<file path="src/rtl/mplr_pkg.sv">
// constants and types for the multilevel pipeline register
package mplr_pkg;
    localparam int width = 16;
    localparam int depth = 8;
    typedef logic [3:0] mplr_code_type;
    localparam mplr_code_type shift_chain_eight = 4'h8;
    localparam mplr_code_type shift_lower_four = 4'h9;
    localparam mplr_code_type shift_upper_four = 4'hA;
    localparam mplr_code_type shift_pair_first = 4'hB;
    localparam mplr_code_type shift_pair_second = 4'hC;
    localparam mplr_code_type shift_pair_third = 4'hD;
    localparam mplr_code_type shift_pair_fourth = 4'hE;
    localparam mplr_code_type hold_all = 4'hF;
    localparam int select_width = 3;
    localparam logic [15:0] output_reset_value = 16'h0000;
endpackage : mplr_pkg

</file>
<file path="src/rtl/mplr_top.sv">
// multilevel pipeline register: eight word registers, load/shift control, output mux
`timescale 1ns/1ps
module mplr_top (
    input wire logic clk,
    input wire logic resetn,
    input wire logic [15:0] input_word,
    input wire logic [3:0] load_code,
    input wire logic [2:0] output_select,
    output logic [15:0] output_word
);
    logic [15:0] regs [0:7];
    logic [15:0] next_regs [0:7];
    logic [7:0] chain_mask;
    logic [7:0] head_mask;

    // =====================================================
    // load control decode
    always_comb begin
        chain_mask = 8'h00;
        head_mask = 8'h00;
        if (!load_code[3]) begin
            head_mask = 8'h01 << load_code[2:0];
            chain_mask = head_mask;
        end else begin
            unique case (load_code)
                mplr_pkg::shift_chain_eight: begin
                    chain_mask = 8'hFF;
                    head_mask = 8'h01;
                end
                mplr_pkg::shift_lower_four: begin
                    chain_mask = 8'h0F;
                    head_mask = 8'h01;
                end
                mplr_pkg::shift_upper_four: begin
                    chain_mask = 8'hF0;
                    head_mask = 8'h10;
                end
                mplr_pkg::shift_pair_first: begin
                    chain_mask = 8'h03;
                    head_mask = 8'h01;
                end
                mplr_pkg::shift_pair_second: begin
                    chain_mask = 8'h0C;
                    head_mask = 8'h04;
                end
                mplr_pkg::shift_pair_third: begin
                    chain_mask = 8'h30;
                    head_mask = 8'h10;
                end
                mplr_pkg::shift_pair_fourth: begin
                    chain_mask = 8'hC0;
                    head_mask = 8'h40;
                end
                mplr_pkg::hold_all: begin
                    chain_mask = 8'h00;
                    head_mask = 8'h00;
                end
                default: begin
                    chain_mask = 8'h00;
                    head_mask = 8'h00;
                end
            endcase
        end
    end

    // =====================================================
    // next register values
    always_comb begin
        for (int i = 0; i < 8; i++) begin
            next_regs[i] = regs[i];
            if (chain_mask[i]) begin
                if (head_mask[i] || i == 0) begin
                    next_regs[i] = input_word;
                end else begin
                    next_regs[i] = regs[i-1];
                end
            end
        end
    end

    // storage has no reset: contents undefined until written
    always_ff @(posedge clk) begin
        for (int i = 0; i < 8; i++) begin
            regs[i] <= next_regs[i];
        end
    end

    // =====================================================
    // output register: select applied at the clock edge, so the word
    // seen is the one the selected register will hold after this edge
    always_ff @(posedge clk or negedge resetn) begin
        if (!resetn) begin
            output_word <= mplr_pkg::output_reset_value;
        end else begin
            output_word <= next_regs[output_select];
        end
    end

    // =====================================================
    // assertions: loads, holds and mux
    a_single_load: assert property (@(posedge clk) disable iff (!resetn)
        !load_code[3] && load_code[2:0] == output_select |=> output_word == $past(input_word))
        else $error("single load not seen on output");
    a_hold_all: assert property (@(posedge clk) disable iff (!resetn)
        load_code == mplr_pkg::hold_all ##1 load_code == mplr_pkg::hold_all && $stable(output_select)
        |=> $stable(output_word))
        else $error("hold changed output");
    a_select_mux: assert property (@(posedge clk) disable iff (!resetn)
        load_code == mplr_pkg::hold_all |=> output_word == $past(regs[output_select]))
        else $error("output mux mismatch");
    a_single_leaves: assert property (@(posedge clk) disable iff (!resetn)
        load_code == mplr_pkg::hold_all && output_select == 3'h1 ##1
        load_code == 4'h0 && output_select == 3'h1
        |=> $stable(output_word))
        else $error("single load touched other register");

    // =====================================================
    // assertions: chain shifts
    a_eight_shift: assert property (@(posedge clk) disable iff (!resetn)
        load_code == mplr_pkg::shift_chain_eight && output_select == 3'h0 ##1
        load_code == mplr_pkg::shift_chain_eight && output_select == 3'h1
        |=> output_word == $past(input_word, 2))
        else $error("eight chain shift wrong");
    // a word seen in one register moves on to the next
    a_eight_mid: assert property (@(posedge clk) disable iff (!resetn)
        load_code == mplr_pkg::shift_chain_eight && output_select == 3'h3 ##1
        load_code == mplr_pkg::shift_chain_eight && output_select == 3'h4
        |=> output_word == $past(output_word))
        else $error("eight chain middle shift wrong");
    a_eight_tail: assert property (@(posedge clk) disable iff (!resetn)
        load_code == mplr_pkg::shift_chain_eight && output_select == 3'h6 ##1
        load_code == mplr_pkg::shift_chain_eight && output_select == 3'h7
        |=> output_word == $past(output_word))
        else $error("eight chain tail shift wrong");
    a_lower_shift: assert property (@(posedge clk) disable iff (!resetn)
        load_code == mplr_pkg::shift_lower_four && output_select == 3'h0 ##1
        load_code == mplr_pkg::shift_lower_four && output_select == 3'h1
        |=> output_word == $past(input_word, 2))
        else $error("lower chain shift wrong");
    a_lower_tail: assert property (@(posedge clk) disable iff (!resetn)
        load_code == mplr_pkg::shift_lower_four && output_select == 3'h2 ##1
        load_code == mplr_pkg::shift_lower_four && output_select == 3'h3
        |=> output_word == $past(output_word))
        else $error("lower chain tail wrong");
    a_upper_head: assert property (@(posedge clk) disable iff (!resetn)
        load_code == mplr_pkg::shift_upper_four && output_select == 3'h4 |=> output_word == $past(input_word))
        else $error("upper chain head wrong");
    a_upper_shift: assert property (@(posedge clk) disable iff (!resetn)
        load_code == mplr_pkg::shift_upper_four && output_select == 3'h4 ##1
        load_code == mplr_pkg::shift_upper_four && output_select == 3'h5
        |=> output_word == $past(input_word, 2))
        else $error("upper chain shift wrong");
    a_upper_tail: assert property (@(posedge clk) disable iff (!resetn)
        load_code == mplr_pkg::shift_upper_four && output_select == 3'h6 ##1
        load_code == mplr_pkg::shift_upper_four && output_select == 3'h7
        |=> output_word == $past(output_word))
        else $error("upper chain tail wrong");
    a_pair_first: assert property (@(posedge clk) disable iff (!resetn)
        load_code == mplr_pkg::shift_pair_first && output_select == 3'h0 ##1
        load_code == mplr_pkg::shift_pair_first && output_select == 3'h1
        |=> output_word == $past(input_word, 2))
        else $error("first pair shift wrong");
    a_pair_second: assert property (@(posedge clk) disable iff (!resetn)
        load_code == mplr_pkg::shift_pair_second && output_select == 3'h2 ##1
        load_code == mplr_pkg::shift_pair_second && output_select == 3'h3
        |=> output_word == $past(input_word, 2))
        else $error("second pair shift wrong");
    a_pair_third: assert property (@(posedge clk) disable iff (!resetn)
        load_code == mplr_pkg::shift_pair_third && output_select == 3'h4 ##1
        load_code == mplr_pkg::shift_pair_third && output_select == 3'h5
        |=> output_word == $past(input_word, 2))
        else $error("third pair shift wrong");
    a_pair_shift: assert property (@(posedge clk) disable iff (!resetn)
        load_code == mplr_pkg::shift_pair_fourth && output_select == 3'h6 ##1
        load_code == mplr_pkg::shift_pair_fourth && output_select == 3'h7
        |=> output_word == $past(input_word, 2))
        else $error("pair shift wrong");

    // =====================================================
    // assertions: untouched registers
    // hold first so the watched register is settled
    a_lower_leaves: assert property (@(posedge clk) disable iff (!resetn)
        load_code == mplr_pkg::hold_all && output_select == 3'h5 ##1
        load_code == mplr_pkg::shift_lower_four && output_select == 3'h5
        |=> $stable(output_word))
        else $error("lower chain touched upper register");
    a_upper_leaves: assert property (@(posedge clk) disable iff (!resetn)
        load_code == mplr_pkg::hold_all && output_select == 3'h0 ##1
        load_code == mplr_pkg::shift_upper_four && output_select == 3'h0
        |=> $stable(output_word))
        else $error("upper chain touched lower register");
    a_first_leaves: assert property (@(posedge clk) disable iff (!resetn)
        load_code == mplr_pkg::hold_all && output_select == 3'h2 ##1
        load_code == mplr_pkg::shift_pair_first && output_select == 3'h2
        |=> $stable(output_word))
        else $error("first pair touched other register");
    a_pair_keep: assert property (@(posedge clk) disable iff (!resetn)
        load_code == mplr_pkg::hold_all && output_select == 3'h0 ##1
        load_code == mplr_pkg::shift_pair_second && output_select == 3'h0
        |=> $stable(output_word))
        else $error("pair shift touched other register");
    a_second_leaves: assert property (@(posedge clk) disable iff (!resetn)
        load_code == mplr_pkg::hold_all && output_select == 3'h4 ##1
        load_code == mplr_pkg::shift_pair_second && output_select == 3'h4
        |=> $stable(output_word))
        else $error("second pair touched other register");
    a_third_leaves: assert property (@(posedge clk) disable iff (!resetn)
        load_code == mplr_pkg::hold_all && output_select == 3'h0 ##1
        load_code == mplr_pkg::shift_pair_third && output_select == 3'h0
        |=> $stable(output_word))
        else $error("third pair touched other register");
    a_fourth_leaves: assert property (@(posedge clk) disable iff (!resetn)
        load_code == mplr_pkg::hold_all && output_select == 3'h4 ##1
        load_code == mplr_pkg::shift_pair_fourth && output_select == 3'h4
        |=> $stable(output_word))
        else $error("fourth pair touched other register");

    // =====================================================
    // assertions: reset and covers
    // only the output flop is reset
    a_reset_output: assert property (@(posedge clk)
        !resetn ##1 !resetn |-> output_word == mplr_pkg::output_reset_value)
        else $error("output not cleared in reset");
    c_eight_shift: cover property (@(posedge clk) load_code == mplr_pkg::shift_chain_eight [*8]);
    c_single: cover property (@(posedge clk) !load_code[3] ##1 load_code == mplr_pkg::hold_all);
    c_reconfig: cover property (@(posedge clk) load_code == mplr_pkg::shift_chain_eight ##1 load_code == 4'h0);
    c_lower_shift: cover property (@(posedge clk) load_code == mplr_pkg::shift_lower_four [*2]);
    c_hold_pair: cover property (@(posedge clk) load_code == mplr_pkg::hold_all [*2]);
endmodule : mplr_top

</file>
<file path="config.mk">
export PLATFORM = sky130hd
export DESIGN_NAME = mplr_top
export DESIGN_NICKNAME = d
export VERILOG_FILES = /design/src/rtl/mplr_pkg.sv /design/src/rtl/mplr_top.sv
export SDC_FILE = /design/constraint.sdc
export NUM_CORES = 1
export LEC_CHECK = 0
export ABC_CLOCK_PERIOD_IN_PS = 2000
export BUFFER_PORTS_ARGS = -buffer_cell sky130_fd_sc_hd__buf_4
export CELL_PAD_IN_SITES_DETAIL_PLACEMENT = 0
export CELL_PAD_IN_SITES_GLOBAL_PLACEMENT = 1
export CORE_MARGIN = 2
export CORE_UTILIZATION = 35
export DETAILED_ROUTE_END_ITERATION = 12
export PLACE_DENSITY = 0.72
export SLEW_MARGIN = 20
export SYNTH_ARGS = -nofsm -noshare
export SYNTH_HDL_FRONTEND = slang
export SYNTH_SLANG_ARGS = --single-unit
</file>
<file path="constraint.sdc">
create_clock -name clk -period 2 [get_ports clk]
set_clock_uncertainty 0.2 [all_clocks]
set_input_delay 0.2 -clock clk [delete_from_list [all_inputs] [get_ports clk]]
set_output_delay 0.2 -clock clk [all_outputs]
set_load 0.05 [all_outputs]
</file>
==> flow_summary.ini <==
[placement]
gp_congestion = 0.8158
port_buffers = 40
hpwl_microns = 16880

[cells_and_area]
nFillCells = 1963
fin_util = 0.4757
layout-drive-gt1-share = 0.2670
area_growth_pct = 32.52
finalNetCount = 982
multi_input_area_sq_mm = 0.004004
antennaDiodeCount = 0
layout.area.seq_sq_mm = 0.002963

[synth]
yosysTopAreaCellShare = 0.3505
ys_async_sr_fraction = 0.1111
synth_flop_cell = dfxtp_1
synth_commonest_cells = nor2_1, dfxtp_1, mux2i_1
synth_edf_count = 0
synth_area_leaders = dfxtp_1, mux2i_1, nor2_1, dfrtp_1, a21oi_1
synth_area_sq_mm = 0.007311
ys_ff_latch = 144
synth_top_cell_by_area = dfxtp_1
syn_nets = 845
yosysMostFrequentCell = nor2_1
synthCells = 820
avgSynthCellArea_sq_um = 8.916
yosys_warnings = 0
yosysSeqAreaShare = 0.4053
yosysUniqueCellTypes = 60

[pwr]
pwr-share-comb = 0.262
internal-power_w = 0.006778
clkPwrFrac = 0.335
power.share.sequential = 0.402
swShare = 0.3218
p_per_area_mw_per_mm2 = 1032
irDropWorstVdd_mv = 0.5067
switching_power_w = 0.003216
p_leak_nw = 4.290

[floorplan]
coreArea_sq_mm = 0.02036
fp-row-count = 52
io_pins = 41
start_util = 0.3590
fp.dieW_microns = 148.5
die_h_microns = 148.5
dieArea_sq_mm = 0.02206

[detailed_routing]
vias = 6651
drt_iter0_drc = 473
wirelength_microns = 23990
vias_per_cell = 5.364
drc = 0
ant_nets = 0
drtPass1Iterations = 5
wl_per_cell_microns = 19.35

[cts]
clock_path_buffers = 2
clk_latency_ns = 0.43
clock-sinks = 144
cts_setup_buffers = 0
cts_buffers = 17
cts_root_buf = clkbuf_16
htreeDepth = 4
path_clk_slew_ns = 0.06
cts_tree = built

[timing]
worst_pin_slew_ns = 0.4750
grt_setup_unrepaired = false
max_freq_mhz = 523.1
layout_min_cycle_time_ns = 1.912
tns_ns = 0
maxSlewViolCount = 0
setup_viol = 0
fin_crit_sh = 0.9558
slew-limit-headroom = 0.6783
hold_viol_final = 0

[global_route]
grt_max_degree = 31
grt_use_total = 0.2260
grt_pass1_vias = 6576
antenna_found_initial = 0
grt_overflow = 0
grt_pass1_wl_microns = 37680

[critical_path]
crit_fanout = 7
timing.rr.start = regs[0][46]
slowest_delay_ns = 0.55
r2r_setup_slack_ns = 0.23
end_kind = flop
crit_arrival_ns = 2.01
worstSetupPathType = in -> reg
path_cells = dlygate4sd3_1, buf_6, a32o_1, a31o_1, a221o_1, a2111oi_2, a211oi_1
cp.depth = 7
cp_top_family = compound AO/OA/AOI/OAI gates
crit_required_ns = 2.10
start_kind = primary input
r2r_end = output_word[14]
reg2regPathDepth = 5
path_buf_inv = 2
cp_slowest_cell = dlygate4sd3_1

[outcome]
status = completed

[min_path]
min_to = regs[1][62]
hold_class = in -> reg
min_from = load_code[0]
hold_path_depth = 3

[job]
drv_cap = 0
==> worst min-delay path, delay by kind of cell <==
kind | cells | cell delay (ns)
buffers and inverters | 1 | 0.15
and+or+nand+nor | 1 | 0.12
AOI/OAI and AO/OA | 1 | 0.15
==> per-stage QoR <==
| step | setup WS [ns] | area [sq um] | total power [W] | hold WS, ns | std cells |
|---|---|---|---|---|---|
| 2_1_floorplan | 0.003341 | 7330 | 0.005601 | -0.2956 | 820 |
| 4_1_cts | 0.03145 | 9674 | 0.01002 | 0.07156 | 1241 |
| 5_1_grt | 0.0007139 | 9688 | 0.01050 | 0.1141 | 1240 |
| 6_report | 0.08834 | 9688 | 0.009994 | 0.08151 | 1240 |
| 3_5_place_dp | -0.3548 | 8866 | 0.006634 | -0.08904 | 1190 |
| 3_3_place_gp | -0.3234 | 8866 | 0.006592 | -0.08718 | 1190 |
==> layer usage <==
| metal | part of all wire | vias up | global-route usage |
|---|---|---|---|
| met3 | 0.042 | 42 | 0.03589 |
| met1 | 0.46 | 3180 | 0.2995 |
| li1 | - | 3263 | - |
| met4 | 0.025 | 0 | 0.08095 |
| met5 | 0 | - | 0 |
| met2 | 0.48 | 166 | 0.3741 |
==> cell type report <==
type	instances	share of cell area
Inverter	8	0.003100
Clock buffer	18	0.04533
Multi-Input combinational cell	590	0.4133
Sequential cell	144	0.3058
Timing Repair Buffer	196	0.1791
Clock inverter	14	0.01847
Tap cell	270	0.03487
==> repair_timing <==
item / in CTS / in global routing
resized for setup: 0 / 9
hold endpoints to repair: 95 / 0
setup endpoints to repair: 0 / 5
hold buffers: 19 / 0
==> worst max path at each step <==
stage                         from               to  slack (ns)
detailed placement    load_code[2]   output_word[4]       -0.35
global placement      load_code[2]   output_word[4]       -0.32
finish              input_word[14]  output_word[14]        0.09
CTS                 input_word[14]  output_word[14]        0.03
global route        input_word[14]  output_word[14]      0.0007
floorplan             load_code[1]  output_word[14]       0.003
==> sequential cells by signal, summed over array words and instances, names as in the netlist <==
register     count
output_word     16
regs           128
==> cells in the final DEF (no fill, tap or decap), types with 3 or more instances in the layout <==
| cell type | Yosys | routed |
|---|---|---|
| dfrtp_1 | 16 | 16 |
| a2111oi_2 | 8 | 9 |
| bufinv_16 | 0 | 3 |
| and3_1 | 18 | 18 |
| inv_6 | 0 | 5 |
| clkinvlp_4 | 0 | 3 |
| buf_12 | 1 | 17 |
| and2_1 | 3 | 3 |
| a221oi_2 | 9 | 11 |
| o211ai_1 | 15 | 15 |
| nor2b_1 | 7 | 6 |
| o22ai_1 | 15 | 15 |
| a21oi_1 | 77 | 77 |
| nand3_1 | 49 | 49 |
| nand2b_1 | 5 | 5 |
| mux2i_1 | 107 | 107 |
| buf_4 | 8 | 159 |
| a221oi_1 | 6 | 4 |
| dfxtp_1 | 128 | 128 |
| mux2_2 | 16 | 15 |
| clkbuf_16 | 0 | 17 |
| nor2_1 | 130 | 129 |
| nand2_1 | 20 | 19 |
| inv_1 | 7 | 6 |
| a2111oi_1 | 1 | 5 |
| dlygate4sd3_1 | 0 | 19 |
| nor3_1 | 16 | 16 |
| o22a_1 | 15 | 15 |
| o21ai_0 | 31 | 31 |
| o21ai_2 | 1 | 3 |
==> power by group through the flow <==
stage          sequential [W]  combinational, W  clock, W
6_report              0.00402           0.00262   0.00335
3_3_place_gp          0.00406           0.00253         0
3_5_place_dp          0.00407           0.00257         0
2_1_floorplan         0.00420           0.00140         0
5_1_grt               0.00411           0.00286   0.00353
4_1_cts               0.00401           0.00261   0.00339
==> kinds of logic after synthesis <==
kind of cell,after synthesis,share of synthesized area
AOI/OAI and AO/OA,207,0.1994
xor gates and xnor gates,1,0.001198
DFF,144,0.4053
buffers and inverters,86,0.05597
muxes,124,0.1727
and+or+nand+nor,258,0.1655
No activity file was read; power rests on OpenSTA's default activity.
